`src/rei_pkg.sv`:
```
`default_nettype none
package rei_pkg;
	// ------------------------------------------------------------
	// Register offsets
	// ------------------------------------------------------------
	localparam logic [7:0] OFS_SECONDS = 8'h00;
	localparam logic [7:0] OFS_MINUTES = 8'h01;
	localparam logic [7:0] OFS_HOURS = 8'h02;
	localparam logic [7:0] OFS_WEEKDAY = 8'h03;
	localparam logic [7:0] OFS_DATE = 8'h04;
	localparam logic [7:0] OFS_ALM_MIN = 8'h07;
	localparam logic [7:0] OFS_ALM_HOUR = 8'h08;
	localparam logic [7:0] OFS_ALM_DAY = 8'h09;
	localparam logic [7:0] OFS_STATUS = 8'h0e;
	localparam logic [7:0] OFS_CTRL1 = 8'h0f;
	localparam logic [7:0] OFS_CTRL2 = 8'h10;
	localparam logic [7:0] OFS_CLK_MASK = 8'h12;
	localparam logic [7:0] OFS_EVT_CTRL = 8'h13;
	localparam logic [7:0] OFS_TS_SEC = 8'h15;
	localparam logic [7:0] OFS_TS_MIN = 8'h16;
	localparam logic [7:0] OFS_TS_HOUR = 8'h17;
	localparam logic [7:0] OFS_TS_DATE = 8'h18;
	localparam logic [7:0] OFS_CLK_CFG = 8'h35;
	// ------------------------------------------------------------
	// Field positions
	// ------------------------------------------------------------
	localparam int B_UF = 4;
	localparam int B_AF = 2;
	localparam int B_EVF = 1;
	localparam int B_UPDATE_SOURCE_SELECT = 4;
	localparam int B_WEEKDAY_OR_DATE_SELECT = 5;
	localparam int B_TSE = 7;
	localparam int B_UIE = 5;
	localparam int B_AIE = 3;
	localparam int B_EIE = 2;
	localparam int B_RESET = 0;
	localparam int B_EVENT_CLOCK_GATE_ENABLE = 3;
	localparam int B_ALARM_CLOCK_GATE_ENABLE = 2;
	localparam int B_UPDATE_CLOCK_GATE_ENABLE = 0;
	localparam int B_EHL = 6;
	localparam int B_ET_HI = 5;
	localparam int B_ET_LO = 4;
	localparam int B_TSS = 0;
	localparam int B_CLOCK_OUTPUT_ENABLE = 7;
	localparam int B_CLOCK_IRQ_GATE_ENABLE = 6;
	localparam int B_PART = 7;
	// ------------------------------------------------------------
	// Reset values
	// ------------------------------------------------------------
	localparam logic [7:0] RST_TIME = 8'h00;
	localparam logic [7:0] RST_DATE = 8'h01;
	localparam logic [7:0] RST_CTRL = 8'h00;
	localparam logic [7:0] RST_CLK_CFG = 8'h07;
	localparam logic [2:0] FD_TIMER = 3'h6;
	// ------------------------------------------------------------
	// Timing
	// ------------------------------------------------------------
	localparam int CLK_MHZ = 100;
	localparam int ONE_SEC_US = 1000000;
	localparam int REL_SEC_US = 500000;
	localparam int REL_MIN_US = 7813;
	localparam int ONE_SEC_CYC = ONE_SEC_US * CLK_MHZ;
	localparam int REL_SEC_CYC = REL_SEC_US * CLK_MHZ;
	localparam int REL_MIN_CYC = REL_MIN_US * CLK_MHZ;
	localparam int EVT_FILT_CYC = 4;
	// Half periods of the clock output, per frequency select code
	localparam int HALF_32K = 1526;
	localparam int HALF_8K = 6104;
	localparam int HALF_1K = 48828;
	localparam int HALF_64 = 781250;
	localparam int HALF_32 = 1562500;
	localparam int HALF_1 = 50000000;
	// ------------------------------------------------------------
	// Serial port states, Gray coded along the write path
	// ------------------------------------------------------------
	typedef enum logic [3:0] {
		ST_IDLE = 4'h0,
		ST_DEV = 4'h1,
		ST_DACK = 4'h3,
		ST_PTR = 4'h2,
		ST_PACK = 4'h6,
		ST_WDAT = 4'h7,
		ST_WACK = 4'h5,
		ST_RDAT = 4'h4,
		ST_RACK = 4'hc
	} rei_i2c_st_t;
endpackage : rei_pkg
`default_nettype wire
```
`src/rei_event_core.sv`:
```
`default_nettype none
// Summary of operation
// - Update event each second or minute rollover
// - Update event sets flag; interrupt if enabled
// - Update low pulse self-releases after set time
// - Clearing flag or enable releases pulse
// - Update flag sticks until software clears
// - Update pulse may switch clock output on
// - Update events always run; enable gates pin
// - Reset bit or seconds write restarts period
// - First update only at next rollover
// - Alarm match sets flag; interrupt if enabled
// - Alarm signal may switch clock output on
// - Select bit picks weekday or date compare
// - Per-register participate bits steer alarm match
// - Reset bit or seconds write shifts alarm
// - External event captures time, flags, interrupts
// - Trigger type picks edge or filtered level
// - Polarity one means rising edge, high level
// - Event signal may switch clock output on
// - Backup switchover sets event flag when selected and time stamp enabled
// - Trigger type zero edge, else level
module rei_event_core
	import rei_pkg::*;
#(
	parameter logic [6:0] DEV_ADDR = 7'h52,
	parameter int SEC_CYC = ONE_SEC_CYC,
	parameter int RSEC_CYC = REL_SEC_CYC,
	parameter int RMIN_CYC = REL_MIN_CYC
) (
	input wire logic ref_clk, // 100 MHz clock
	input wire logic reset_n, // Synchronous reset, active low
	input wire logic scl_in, // Serial clock pin
	input wire logic sda_in, // Serial data pin, input side
	output logic sda_out, // Serial data pin, output side
	output logic sda_oe, // Serial data drive enable
	input wire logic event_input_pin, // External event pin
	input wire logic backup_switch_in, // Backup switchover event
	output logic int_n, // Shared interrupt, active low
	output logic clkout // Programmable clock output
);
	import rei_pkg::*;

	logic [3:0] pins;
	logic scl_q_ff, sda_q_ff, evi_q_ff, bsw_q_ff;
	rei_i2c_st_t st_ff;
	logic [3:0] bit_ff;
	logic [7:0] sh_ff, ptr_ff, wr_addr_ff, wr_data_ff, rd_byte;
	logic wr_en_ff, rd_ff;
	logic [26:0] presc_ff;
	logic [7:0] sec_ff, min_ff, hour_ff, wday_ff, date_ff;
	logic [7:0] alm_min_ff, alm_hour_ff, alm_day_ff;
	logic [7:0] ctrl1_ff, ctrl2_ff, mask_ff, evctl_ff, clkcfg_ff;
	logic [7:0] ts_sec_ff, ts_min_ff, ts_hour_ff, ts_date_ff;
	logic update_flag_ff, alarm_flag_ff, event_flag_ff;
	logic upd_act_ff, alm_chk_ff, clk_auto_ff;
	logic [25:0] upd_cnt_ff, div_ff;
	logic [2:0] lvl_cnt_ff;

	rei_pin_sync #(.W(4), .RST_VAL(4'h3)) rei_pin_sync_i (
		.ref_clk(ref_clk),
		.reset_n(reset_n),
		.pin_in({backup_switch_in, event_input_pin, sda_in, scl_in}),
		.pin_out(pins)
	);

	wire scl_s = pins[0];
	wire sda_s = pins[1];
	wire evi_s = pins[2];
	wire bsw_s = pins[3];
	wire scl_rise = scl_s & ~scl_q_ff;
	wire scl_fall = ~scl_s & scl_q_ff;
	wire i2c_start = scl_s & scl_q_ff & sda_q_ff & ~sda_s;
	wire i2c_stop = scl_s & scl_q_ff & ~sda_q_ff & sda_s;

	// ------------------------------------------------------------
	// Control fields
	// ------------------------------------------------------------
	wire update_source_select = ctrl1_ff[B_UPDATE_SOURCE_SELECT];
	wire weekday_or_date_select = ctrl1_ff[B_WEEKDAY_OR_DATE_SELECT];
	wire update_irq_enable = ctrl2_ff[B_UIE];
	wire alarm_irq_enable = ctrl2_ff[B_AIE];
	wire event_irq_enable = ctrl2_ff[B_EIE];
	wire timestamp_enable = ctrl2_ff[B_TSE];
	wire timestamp_source_select = evctl_ff[B_TSS];
	wire event_polarity = evctl_ff[B_EHL];
	wire [1:0] ettype = evctl_ff[B_ET_HI:B_ET_LO];
	wire clock_output_enable = clkcfg_ff[B_CLOCK_OUTPUT_ENABLE];
	wire clock_irq_gate_enable = clkcfg_ff[B_CLOCK_IRQ_GATE_ENABLE];
	wire [2:0] fdsel = clkcfg_ff[2:0];
	wire wr_sec = wr_en_ff && wr_addr_ff == OFS_SECONDS;
	wire wr_rst = wr_en_ff && wr_addr_ff == OFS_CTRL2 &&
		wr_data_ff[B_RESET];
	wire wr_stat = wr_en_ff && wr_addr_ff == OFS_STATUS;

	function automatic logic [7:0] bcd_next(input logic [7:0] v,
		input logic [7:0] last, input logic [7:0] first);
		if (v == last)
			return first;
		else if (v[3:0] == 4'h9)
			return {v[7:4] + 4'h1, 4'h0};
		else
			return v + 8'h01;
	endfunction : bcd_next

	function automatic logic [25:0] half_period(input logic [2:0] fd);
		unique case (fd)
			3'h0: return 26'(HALF_32K);
			3'h1: return 26'(HALF_8K);
			3'h2: return 26'(HALF_1K);
			3'h3: return 26'(HALF_64);
			3'h4: return 26'(HALF_32);
			default: return 26'(HALF_1);
		endcase
	endfunction : half_period

	// ------------------------------------------------------------
	// Serial register port
	// ------------------------------------------------------------
	always_ff @(posedge ref_clk) begin
		if (!reset_n) begin
			scl_q_ff <= 1'b1;
			sda_q_ff <= 1'b1;
		end else begin
			scl_q_ff <= scl_s;
			sda_q_ff <= sda_s;
		end
	end

	// Address pointer advances once per data byte written or read, not on the device or pointer byte
	always_ff @(posedge ref_clk) begin
		if (!reset_n) begin
			st_ff <= ST_IDLE;
			bit_ff <= 4'h0;
			sh_ff <= 8'h00;
			ptr_ff <= 8'h00;
			rd_ff <= 1'b0;
			sda_oe <= 1'b0;
			sda_out <= 1'b0;
			wr_en_ff <= 1'b0;
			wr_addr_ff <= 8'h00;
			wr_data_ff <= 8'h00;
		end else begin
			wr_en_ff <= 1'b0;
			sda_out <= 1'b0;
			if (i2c_start) begin
				st_ff <= ST_DEV;
				bit_ff <= 4'h0;
				sda_oe <= 1'b0;
			end else if (i2c_stop) begin
				st_ff <= ST_IDLE;
				sda_oe <= 1'b0;
			end else if (scl_rise) begin
				if (st_ff == ST_DEV || st_ff == ST_PTR || st_ff == ST_WDAT) begin
					sh_ff <= {sh_ff[6:0], sda_s};
					bit_ff <= bit_ff + 4'h1;
				end else if (st_ff == ST_RACK && sda_s) begin
					st_ff <= ST_IDLE;
				end
			end else if (scl_fall) begin
				unique case (st_ff)
					ST_IDLE: ;
					ST_DEV: if (bit_ff == 4'h8) begin
						bit_ff <= 4'h0;
						rd_ff <= sh_ff[0];
						sda_oe <= sh_ff[7:1] == DEV_ADDR;
						st_ff <= sh_ff[7:1] == DEV_ADDR ? ST_DACK : ST_IDLE;
					end
					ST_PTR: if (bit_ff == 4'h8) begin
						bit_ff <= 4'h0;
						ptr_ff <= sh_ff;
						sda_oe <= 1'b1;
						st_ff <= ST_PACK;
					end
					ST_WDAT: if (bit_ff == 4'h8) begin
						bit_ff <= 4'h0;
						wr_en_ff <= 1'b1;
						wr_addr_ff <= ptr_ff;
						wr_data_ff <= sh_ff;
						ptr_ff <= ptr_ff + 8'h01;
						sda_oe <= 1'b1;
						st_ff <= ST_WACK;
					end
					ST_DACK, ST_RACK: if (rd_ff) begin
						sh_ff <= rd_byte;
						ptr_ff <= ptr_ff + 8'h01;
						sda_oe <= ~rd_byte[7];
						bit_ff <= 4'h1;
						st_ff <= ST_RDAT;
					end else begin
						sda_oe <= 1'b0;
						st_ff <= ST_PTR;
					end
					ST_PACK, ST_WACK: begin
						sda_oe <= 1'b0;
						st_ff <= ST_WDAT;
					end
					ST_RDAT: if (bit_ff == 4'h8) begin
						bit_ff <= 4'h0;
						sda_oe <= 1'b0;
						st_ff <= ST_RACK;
					end else begin
						sda_oe <= ~sh_ff[6];
						sh_ff <= {sh_ff[6:0], 1'b0};
						bit_ff <= bit_ff + 4'h1;
					end
					default: st_ff <= ST_IDLE;
				endcase
			end
		end
	end

	always_comb begin
		unique case (ptr_ff)
			OFS_SECONDS: rd_byte = sec_ff;
			OFS_MINUTES: rd_byte = min_ff;
			OFS_HOURS: rd_byte = hour_ff;
			OFS_WEEKDAY: rd_byte = wday_ff;
			OFS_DATE: rd_byte = date_ff;
			OFS_ALM_MIN: rd_byte = alm_min_ff;
			OFS_ALM_HOUR: rd_byte = alm_hour_ff;
			OFS_ALM_DAY: rd_byte = alm_day_ff;
			OFS_STATUS: rd_byte = {3'h0, update_flag_ff, 1'b0,
				alarm_flag_ff, event_flag_ff, 1'b0};
			OFS_CTRL1: rd_byte = ctrl1_ff;
			OFS_CTRL2: rd_byte = ctrl2_ff;
			OFS_CLK_MASK: rd_byte = mask_ff;
			OFS_EVT_CTRL: rd_byte = evctl_ff;
			OFS_TS_SEC: rd_byte = ts_sec_ff;
			OFS_TS_MIN: rd_byte = ts_min_ff;
			OFS_TS_HOUR: rd_byte = ts_hour_ff;
			OFS_TS_DATE: rd_byte = ts_date_ff;
			OFS_CLK_CFG: rd_byte = clkcfg_ff;
			default: rd_byte = 8'h00;
		endcase
	end

	// ------------------------------------------------------------
	// Control registers
	// ------------------------------------------------------------
	// The reset bit acts as a strobe and always reads back as zero
	always_ff @(posedge ref_clk) begin
		if (!reset_n) begin
			ctrl1_ff <= RST_CTRL;
			ctrl2_ff <= RST_CTRL;
			mask_ff <= RST_CTRL;
			evctl_ff <= RST_CTRL;
			clkcfg_ff <= RST_CLK_CFG;
			alm_min_ff <= RST_CTRL;
			alm_hour_ff <= RST_CTRL;
			alm_day_ff <= RST_CTRL;
		end else if (wr_en_ff) begin
			unique case (wr_addr_ff)
				OFS_CTRL1: ctrl1_ff <= wr_data_ff;
				OFS_CTRL2: ctrl2_ff <= wr_data_ff & 8'hfe;
				OFS_CLK_MASK: mask_ff <= wr_data_ff;
				OFS_EVT_CTRL: evctl_ff <= wr_data_ff;
				OFS_CLK_CFG: clkcfg_ff <= wr_data_ff;
				OFS_ALM_MIN: alm_min_ff <= wr_data_ff;
				OFS_ALM_HOUR: alm_hour_ff <= wr_data_ff;
				OFS_ALM_DAY: alm_day_ff <= wr_data_ff;
				default: ;
			endcase
		end
	end

	// ------------------------------------------------------------
	// Timekeeping
	// ------------------------------------------------------------
	wire sec_tick = presc_ff == 27'(SEC_CYC - 1);
	wire min_roll = sec_tick && sec_ff == 8'h59;
	wire hour_roll = min_roll && min_ff == 8'h59;
	wire day_roll = hour_roll && hour_ff == 8'h23;

	always_ff @(posedge ref_clk) begin
		if (!reset_n || wr_sec || wr_rst || sec_tick)
			presc_ff <= 27'h000_0000;
		else
			presc_ff <= presc_ff + 27'h000_0001;
	end

	// Calendar kept to weekday and date; months are not modelled
	always_ff @(posedge ref_clk) begin
		if (!reset_n) begin
			sec_ff <= RST_TIME;
			min_ff <= RST_TIME;
			hour_ff <= RST_TIME;
			wday_ff <= RST_TIME;
			date_ff <= RST_DATE;
		end else if (wr_en_ff && wr_addr_ff <= OFS_DATE) begin
			unique case (wr_addr_ff)
				OFS_SECONDS: sec_ff <= wr_data_ff;
				OFS_MINUTES: min_ff <= wr_data_ff;
				OFS_HOURS: hour_ff <= wr_data_ff;
				OFS_WEEKDAY: wday_ff <= wr_data_ff;
				default: date_ff <= wr_data_ff;
			endcase
		end else if (sec_tick) begin
			sec_ff <= bcd_next(sec_ff, 8'h59, 8'h00);
			if (min_roll)
				min_ff <= bcd_next(min_ff, 8'h59, 8'h00);
			if (hour_roll)
				hour_ff <= bcd_next(hour_ff, 8'h23, 8'h00);
			if (day_roll) begin
				wday_ff <= bcd_next(wday_ff, 8'h06, 8'h00);
				date_ff <= bcd_next(date_ff, 8'h31, 8'h01);
			end
		end
	end

	// ------------------------------------------------------------
	// Periodic update
	// ------------------------------------------------------------
	// Events never stop; the enable gates the pin and the clock output start
	wire upd_evt = update_source_select ? min_roll : sec_tick;
	wire upd_clr = wr_stat && !wr_data_ff[B_UF];
	wire upd_expire = upd_cnt_ff == 26'h000_0001;

	always_ff @(posedge ref_clk) begin
		if (!reset_n)
			update_flag_ff <= 1'b0;
		else if (upd_evt)
			update_flag_ff <= 1'b1;
		else if (upd_clr)
			update_flag_ff <= 1'b0;
	end

	always_ff @(posedge ref_clk) begin
		if (!reset_n) begin
			upd_act_ff <= 1'b0;
			upd_cnt_ff <= 26'h000_0000;
		end else if (upd_evt && update_irq_enable) begin
			upd_act_ff <= 1'b1;
			upd_cnt_ff <= update_source_select ? 26'(RMIN_CYC) : 26'(RSEC_CYC);
		end else if (upd_expire || !update_flag_ff || !update_irq_enable) begin
			upd_act_ff <= 1'b0;
			upd_cnt_ff <= 26'h000_0000;
		end else begin
			upd_cnt_ff <= upd_cnt_ff - 26'h000_0001;
		end
	end

	// ------------------------------------------------------------
	// Alarm
	// ------------------------------------------------------------
	// Compared one cycle after the rollover, on the updated time
	wire [7:0] day_now = weekday_or_date_select ? date_ff : wday_ff;
	wire m_ok = !alm_min_ff[B_PART] || alm_min_ff[6:0] == min_ff[6:0];
	wire h_ok = !alm_hour_ff[B_PART] || alm_hour_ff[5:0] == hour_ff[5:0];
	wire d_ok = !alm_day_ff[B_PART] || alm_day_ff[5:0] == day_now[5:0];
	wire any_part = alm_min_ff[B_PART] | alm_hour_ff[B_PART] |
		alm_day_ff[B_PART];
	wire alarm_signal = alm_chk_ff && any_part && m_ok && h_ok && d_ok;

	always_ff @(posedge ref_clk) begin
		if (!reset_n)
			alm_chk_ff <= 1'b0;
		else
			alm_chk_ff <= min_roll;
	end

	always_ff @(posedge ref_clk) begin
		if (!reset_n)
			alarm_flag_ff <= 1'b0;
		else if (alarm_signal)
			alarm_flag_ff <= 1'b1;
		else if (wr_stat && !wr_data_ff[B_AF])
			alarm_flag_ff <= 1'b0;
	end

	// ------------------------------------------------------------
	// External event and time stamp
	// ------------------------------------------------------------
	wire evi_act = evi_s == event_polarity;
	wire edge_hit = evi_act && (evi_q_ff != evi_s);
	wire lvl_hit = lvl_cnt_ff == 3'(EVT_FILT_CYC - 1) && evi_act;
	wire ev_det = ettype == 2'h0 ? edge_hit : lvl_hit;
	wire event_signal = ev_det && !timestamp_source_select;
	wire bsw_hit = bsw_s && !bsw_q_ff && timestamp_source_select && timestamp_enable;
	wire ts_cap = (event_signal || bsw_hit) && timestamp_enable && !event_flag_ff;

	// Filter fires once per active level, then waits for release
	always_ff @(posedge ref_clk) begin
		if (!reset_n) begin
			evi_q_ff <= 1'b0;
			bsw_q_ff <= 1'b0;
			lvl_cnt_ff <= 3'h0;
		end else begin
			evi_q_ff <= evi_s;
			bsw_q_ff <= bsw_s;
			if (!evi_act)
				lvl_cnt_ff <= 3'h0;
			else if (lvl_cnt_ff != 3'(EVT_FILT_CYC))
				lvl_cnt_ff <= lvl_cnt_ff + 3'h1;
		end
	end

	always_ff @(posedge ref_clk) begin
		if (!reset_n)
			event_flag_ff <= 1'b0;
		else if (event_signal || bsw_hit)
			event_flag_ff <= 1'b1;
		else if (wr_stat && !wr_data_ff[B_EVF])
			event_flag_ff <= 1'b0;
	end

	always_ff @(posedge ref_clk) begin
		if (!reset_n) begin
			ts_sec_ff <= RST_TIME;
			ts_min_ff <= RST_TIME;
			ts_hour_ff <= RST_TIME;
			ts_date_ff <= RST_TIME;
		end else if (ts_cap) begin
			ts_sec_ff <= sec_ff;
			ts_min_ff <= min_ff;
			ts_hour_ff <= hour_ff;
			ts_date_ff <= date_ff;
		end
	end

	// ------------------------------------------------------------
	// Interrupt pin and clock output
	// ------------------------------------------------------------
	wire irq_any = upd_act_ff | (alarm_flag_ff & alarm_irq_enable) |
		(event_flag_ff & event_irq_enable);
	wire fd_ok = fdsel < FD_TIMER;
	wire auto_set = clock_irq_gate_enable && !clock_output_enable && fd_ok && (
		(upd_evt && update_irq_enable && mask_ff[B_UPDATE_CLOCK_GATE_ENABLE]) ||
		(alarm_signal && alarm_irq_enable && mask_ff[B_ALARM_CLOCK_GATE_ENABLE]) ||
		(event_signal && event_irq_enable && mask_ff[B_EVENT_CLOCK_GATE_ENABLE]));
	wire auto_hold = (update_flag_ff & mask_ff[B_UPDATE_CLOCK_GATE_ENABLE]) |
		(alarm_flag_ff & mask_ff[B_ALARM_CLOCK_GATE_ENABLE]) | (event_flag_ff & mask_ff[B_EVENT_CLOCK_GATE_ENABLE]);
	wire clk_run = (clock_output_enable && fd_ok) || clk_auto_ff;

	always_ff @(posedge ref_clk) begin
		if (!reset_n)
			int_n <= 1'b1;
		else
			int_n <= ~irq_any;
	end

	always_ff @(posedge ref_clk) begin
		if (!reset_n)
			clk_auto_ff <= 1'b0;
		else if (auto_set)
			clk_auto_ff <= 1'b1;
		else if (!auto_hold || !clock_irq_gate_enable)
			clk_auto_ff <= 1'b0;
	end

	always_ff @(posedge ref_clk) begin
		if (!reset_n || !clk_run) begin
			div_ff <= 26'h000_0000;
			clkout <= 1'b0;
		end else if (div_ff >= half_period(fdsel) - 26'h000_0001) begin
			div_ff <= 26'h000_0000;
			clkout <= ~clkout;
		end else begin
			div_ff <= div_ff + 26'h000_0001;
		end
	end
endmodule : rei_event_core
`default_nettype wire

```
`src/rei_pin_sync.sv`:
```
`default_nettype none
module rei_pin_sync #(
	parameter int W = 4,
	parameter logic [W-1:0] RST_VAL = '0
) (
	input wire logic ref_clk, // System clock
	input wire logic reset_n, // Synchronous reset, active low
	input wire logic [W-1:0] pin_in, // Asynchronous pins
	output logic [W-1:0] pin_out // Filtered, synchronous pins
);
	logic [W-1:0] s1_ff, s2_ff, s3_ff;

	// A new level is taken only when stages two and three agree
	always_ff @(posedge ref_clk) begin
		if (!reset_n) begin
			s1_ff <= RST_VAL;
			s2_ff <= RST_VAL;
			s3_ff <= RST_VAL;
			pin_out <= RST_VAL;
		end else begin
			s1_ff <= pin_in;
			s2_ff <= s1_ff;
			s3_ff <= s2_ff;
			for (int i = 0; i < W; i++) begin
				if (s2_ff[i] == s3_ff[i])
					pin_out[i] <= s3_ff[i];
			end
		end
	end
endmodule : rei_pin_sync
`default_nettype wire

```
`config.mk`:
```
export PLATFORM = sky130hd
export DESIGN_NAME = rei_event_core
export DESIGN_NICKNAME = d
export VERILOG_FILES = /design/src/rei_pkg.sv /design/src/rei_event_core.sv /design/src/rei_pin_sync.sv
export SDC_FILE = /design/constraint.sdc
export NUM_CORES = 1
export LEC_CHECK = 0
export BUFFER_PORTS_ARGS = -buffer_cell sky130_fd_sc_hd__clkbuf_2
export CELL_PAD_IN_SITES_DETAIL_PLACEMENT = 0
export CELL_PAD_IN_SITES_GLOBAL_PLACEMENT = 1
export CORE_MARGIN = 3
export CORE_UTILIZATION = 45
export CTS_CLUSTER_DIAMETER = 200
export DETAILED_ROUTE_END_ITERATION = 12
export PLACE_DENSITY = 0.82
export REMOVE_ABC_BUFFERS = 1
export SYNTH_ARGS = -nofsm -noshare
export SYNTH_HDL_FRONTEND = slang
export SYNTH_HIERARCHICAL = 1
export SYNTH_SLANG_ARGS = --single-unit
```
`constraint.sdc`:
```
create_clock -name ref_clk -period 9.11 [get_ports ref_clk]
set_input_delay 1.3665 -clock ref_clk [delete_from_list [all_inputs] [get_ports ref_clk]]
set_output_delay 1.3665 -clock ref_clk [all_outputs]
set_load 0.05 [all_outputs]
```
# Yosys cells after proc, flatten, opt, wreduce, memory -nomap -nowiden
# Cells that the tools add are included.
# word_totals
reg_bits,288
inputBits,6
output_inout_bits,4
elab_cells,397
# classes
n_mux,84
n_bitwise,32
magnitude_cmp,3
eq_ne,94
n_reduce_logical,117
n_addsub,17
# ops
operator,count
2-to-1 mux 8 bit,37
case mux 8 bit (18 select lines),1
case mux 26 bit (5 select lines),1
2-to-1 mux 26 bit,4
== test 8 x 5 -> 1 bit (second input constant),10
== test 8 x 4 -> 1 bit (second input constant),8
2-to-1 mux 4 bit,14
subtractor 26 x 1 -> 26 bit (second input constant),2
adder 8 x 1 -> 8 bit (second input constant),6
logical AND 1 bit,34
== test 8 x 2 -> 1 bit (second input constant),4
== test 8 x 3 -> 1 bit (second input constant),4
== test 8 x 6 -> 1 bit (second input constant),4
== test 4 bit (second input constant),7
case mux 4 bit (7 select lines),1
adder 27 x 1 -> 27 bit (second input constant),1
== test 27 bit (second input constant),1
adder 26 x 1 -> 26 bit (second input constant),1
== test 26 x 1 -> 1 bit (second input constant),1
>= comparator 26 bit,1
adder 4 x 1 -> 4 bit (second input constant),6
case mux 8 bit (3 select lines),1
AND reduction 8 bit,3
AND reduction 2 bit,10
53 further kinds,185

# Logic depth before layout (Yosys ltp)
# depth
depth_word,12
depth_mapped,13
depth_no_buf,11

# Cells and area by module
# Netlist, hierarchy kept.
# by_module_without_submodules
module,cells_each,instances,area_per_inst_um2,seq_area_each_um2
rei_event_core,1872,1,15317.2,5445.2
rei_pin_sync,41,1,476.7,320.3

# Worst setup path before layout
# OpenSTA, ideal clock, no wires.
# synth_path
kind,register to register
startpoint,register clkcfg_ff[1]
endpoint,register div_ff[18]
synth_period_minus_slack_ns,2.964
arrival_time_ns,2.837
setup_slack_ns,6.146
t_required_ns,8.982
path_buffers,2
path_stages_with_launch,14
setup_time_ns,0.128
path_cell_list,dfxtp_1 > clkbuf_1 > nor2_1 > nand2_1 > o21ai_0 > inv_1 > ha_1 > nand2_1 > or3_1 > or4_1 > a31o_2 > nand3b_1 > clkbuf_1 > nor2_1
# synth_via
elab_chain_cells,6
word_cells_on_any_way,15
classes_between,1 x add/sub; 2 x order compare; 4 x eq/ne; 2 x mux; 6 x reduce/logical
# synth_lines
element,line_no,source
"start, declared",rei_event_core.sv:53,"logic [7:0] ctrl1_ff, ctrl2_ff, mask_ff, evctl_ff, clkcfg_ff;"
"start signal, assigned",rei_event_core.sv:258,OFS_CLK_CFG: clkcfg_ff <= wr_data_ff;
"== test 3 bit, or another cell as far along",rei_event_core.sv:107,unique case (fd)
case mux 26 bit (5 select lines) / logical AND 1 bit (equally long branches),"rei_event_core.sv:107, rei_event_core.sv:433",
2-to-1 mux 26 bit / logical OR 1 bit (equally long branches),"rei_event_core.sv:452, rei_event_core.sv:433",
subtractor 26 x 1 -> 26 bit / zero test 1 bit (equally long branches),"rei_event_core.sv:455, rei_event_core.sv:452",
>= comparator 26 bit / logical OR 1 bit (equally long branches),"rei_event_core.sv:455, rei_event_core.sv:452",
OR reduction 2 bit (no line) *,--,
"end signal, assigned",rei_event_core.sv:459,div_ff <= div_ff + 26'h000_0001;
"end, declared",rei_event_core.sv:57,"logic [25:0] upd_cnt_ff, div_ff;"
# Every way passes the cells marked *; elsewhere a longest branch is shown, timed or not. The select of a mux whose other input is x is not followed.
# A chain may end at the register's enable or synchronous reset.

# Final worst setup path
# layout_path
startpoint,register clkcfg_ff[2]
endpoint,register div_ff[6]
# The elaborated chain is that of the path after synthesis.

==> key figures <==
Run status
  • Status: finished clean

Placement
  • Buffers added on ports: 8
  • GPL Wtd Cong: 0.941
  • Placed cells: between 2,000 and 2,500
  • Area after DPL: approximately 16,000 um2
  • DP HPWL: 32,500 um

Setup path
  • CP Launch Type: flop
  • Crit path kind: reg2reg
  • Crit path DAT: 3970 ps
  • CP max FO: 26
  • Critical Path RT: around 9500 ps
  • Critical Path Sink Type: flop

GRT
  • First-pass GRT wire length: 74,200 um
  • Vias in the first global route: 13,078
  • Grt total ovfl: 0
  • Initial antenna violation count: 0
  • Largest net degree at the start of global routing: 81
  • GRT Total Usage: around a quarter

Finish
  • Fin area: between 15,000 and 20,000 um2
  • # diodes: 0
  • Multi-input gate area: 9410 um2
  • Layout cells sized above 1: ~8%
  • Area Overhead vs Synth: 9.66%
  • Largest regs: presc_ff: 27 flops, div_ff: 26 flops, upd_cnt_ff: 26 flops
  • Final Util: just over 50%
  • Register Area: 5770 um2
  • Fillers: 3,288
  • Largest register FFs: 27
  • Largest register by flop count: presc_ff
  • Final nets: 1,917
  • Final non-filler cell total: 2,326

Clock tree
  • Worst-skew pair later-pin latency: 520 ps
  • Post-CTS setup buffers: 0
  • CTS tree: built
  • Post_cts resized: 0
  • Hold Buf Count CTS: 0
  • CTS H-tree depth: 2
  • Clock tree sinks: between 200 and 300
  • Root Driver: clkbuf_16
  • CTS Buf Count: 36
  • Clk pin slew, worst setup/hold paths: ~60 ps
  • Maximum clock insertion buffer count: 3

Timing
  • Worst Skew: 9.61 ps
  • # setup viols final: 0
  • Final Hold Slack: between 400 and 500 ps
  • Final period util: between 30% and 40%
  • RSZ-0062 raised after global routing: no
  • Post-Route Setup TNS: 0 ps
  • Achievable Freq: roughly 0.28 GHz
  • Tmin final: 3540 ps
  • Fin. max-slew vios: 0
  • Final hold viol count: 0
  • Slew margin rel.: 24.9%
  • Slew @ Worst Pin: between 1000 and 1500 ps

Die
  • Row count: 67
  • Core area: around 34,000 um2
  • Die width: between 150 and 200 um
  • I/O pins: 10
  • Die area: between 30,000 and 40,000 um2
  • Initial core utilization: a little under half
  • Die height: 193 um

Power
  • Switching share of power: between 20% and 30%
  • Peak supply drop: approximately 0.00014 V
  • PD cells: 160 nW/um2
  • Clock Power Share: about 52%
  • Internal: 2.18 mW
  • Sw Pwr: ~0.59 mW
  • Sequential Power Share: about 46%
  • Leakage power: 6.52 nW
  • Combinational fraction of design power: 1.7%

Route
  • Drt wl/cell: 20.4 um
  • Metal2 WL: between 20,000 and 25,000 um
  • Via density: about 6
  • Vias: 14,062
  • Initial drt markers: 1,271
  • M1 wire length: between 20,000 and 25,000 um
  • Routed met3 length: approximately 4000 um
  • Top Metal Used: met4
  • Routed WL: approximately 47,000 um
  • Residual DRC count: 0
  • Pre-antenna DRT Iters: 6
  • Final ANT Viol Nets: 0

Run
  • Maxcap violations: 0

Yosys
  • Ys flop type: dfxtp_1
  • Number of synthesized flops with an enable pin: 0
  • Post-synthesis cell type count: ~100
  • Xor/xnor share of the synthesized area: ~5.7%
  • Flops & latches, synth: about 290
  • Post-Syn Area: 15,800 um2
  • Post-synth ARST share: 0%
  • Synth Area in Simple Gates: approximately 24%
  • Post-synthesis adder-cell area fraction: about 4.6%
  • Synth warnings: 6
  • Multiplexer share of the synthesized area: about 6.4%
  • Largest family of logic cells by synthesized area: simple AND/OR/NAND/NOR gates
  • Seq/Total Area, Yosys: a little over a third
  • Synth Area in Compound Gates: 18.4%
  • Avg Synthesized Cell Area: 8.26 um2
  • Gate count after technology mapping: approximately 1,900

Worst hold path
  • HP Class: reg2reg
==> path summary, 6_finish.rpt <==
kind | startpoint | endpoint | slack (ps) | depth (start not counted)
worst max register to register | clkcfg_ff[2] | div_ff[6] | 5570 | 10
worst min-delay path | rei_pin_sync_i/s1_ff[1] | rei_pin_sync_i/s2_ff[1] | 410 | 1
worst min register to register | rei_pin_sync_i/s1_ff[1] | rei_pin_sync_i/s2_ff[1] | 410 | 1
worst max-delay path | clkcfg_ff[2] | div_ff[6] | 5570 | 10
==> routing by layer <==
layer,vias to the layer above,GRT usage (%)
met5,-,0
met3,101,5.18
met1,6736,34.2
met2,515,37.0
li1,6710,-
met4,0,8.47
==> synthesized netlist by cell type (48+ instances only) <==
library cell	n	area, um2
mux2i_1	93	931
dfxtp_1	288	5770
ha_1	57	713
xor2_1	52	455
nor2_1	179	672
nand2_1	220	826
a21oi_1	100	500
nand3_1	86	430
o21ai_0	103	515
clkbuf_1	95	357
nor2b_1	48	300
xnor2_1	50	438
inv_1	51	191
==> area by class of cell <==
class                           instances  share of cell area, %
Timing Repair Buffer                   26                   1.03
Multi-Input combinational cell       1449                   54.3
Tap cell                              448                   3.24
Clock buffer                           49                   6.13
Sequential cell                       288                   33.3
Inverter                               53                   1.15
Clock inverter                         13                  0.852
==> worst max-delay path, cell delays in order, from the launching register on <==
cell,delay [ps]
dfxtp_1,620
inv_1,220
nor2_1,260
nor2_1,90
ha_1,280
nand4_1,120
nor3_1,60
a2111oi_0,500
o311a_1,280
nand3b_1,710
nor2_1,300
==> kinds of logic after synthesis <==
group	count (synthesis)
flip-flops	288
XOR/XNOR	102
buffers and inverters	176
adder cells (fa/ha/maj)	58
AND/OR/NAND/NOR	756
multiplexers	100
AO/OA/AOI/OAI	432
other	1
==> power groups by stage <==
stage               Clock [mW]  Combinational (mW)  Sequential [mW]
detailed placement           0              0.0483             1.30
global placement             0              0.0468             1.30
finish                    1.45              0.0480             1.28
floorplan                    0              0.0301             1.30
global route              1.53              0.0547             1.28
CTS                       1.48              0.0485             1.28
==> cells in the final DEF (no fill, tap or decap), types with 8 or more instances in the layout <==
master,Yosys,final
clkbuf_8,0,9
a31o_2,9,9
nand2_1,220,220
a21boi_0,19,19
xnor2_1,50,50
or4_1,8,8
nand2b_1,16,16
a22oi_1,15,15
and2_1,12,12
and3_1,34,34
xor2_1,52,52
ha_1,57,57
o21ai_0,103,103
nand4_1,33,33
a21oi_1,100,100
a21o_1,11,11
o211ai_1,12,12
o22ai_1,9,9
nor2b_1,48,48
dfxtp_1,288,288
nand3b_1,9,9
nand3_1,86,86
a31oi_1,17,17
nor2_1,179,179
clkbuf_16,0,37
o31ai_1,22,22
nor3_1,34,33
buf_4,2,19
inv_1,51,51
nor4_1,12,10
mux2i_1,93,93
==> metrics by stage <==
| step | power [mW] | worst slack (ps) |
|---|---|---|
| floorplan | 1.33 | 5400 |
| global placement | 1.35 | 5400 |
| detailed placement | 1.35 | 5320 |
| CTS | 2.80 | 5460 |
| global route | 2.86 | 5090 |
| finish | 2.78 | 5570 |
Power figures use the tool's default switching activity.
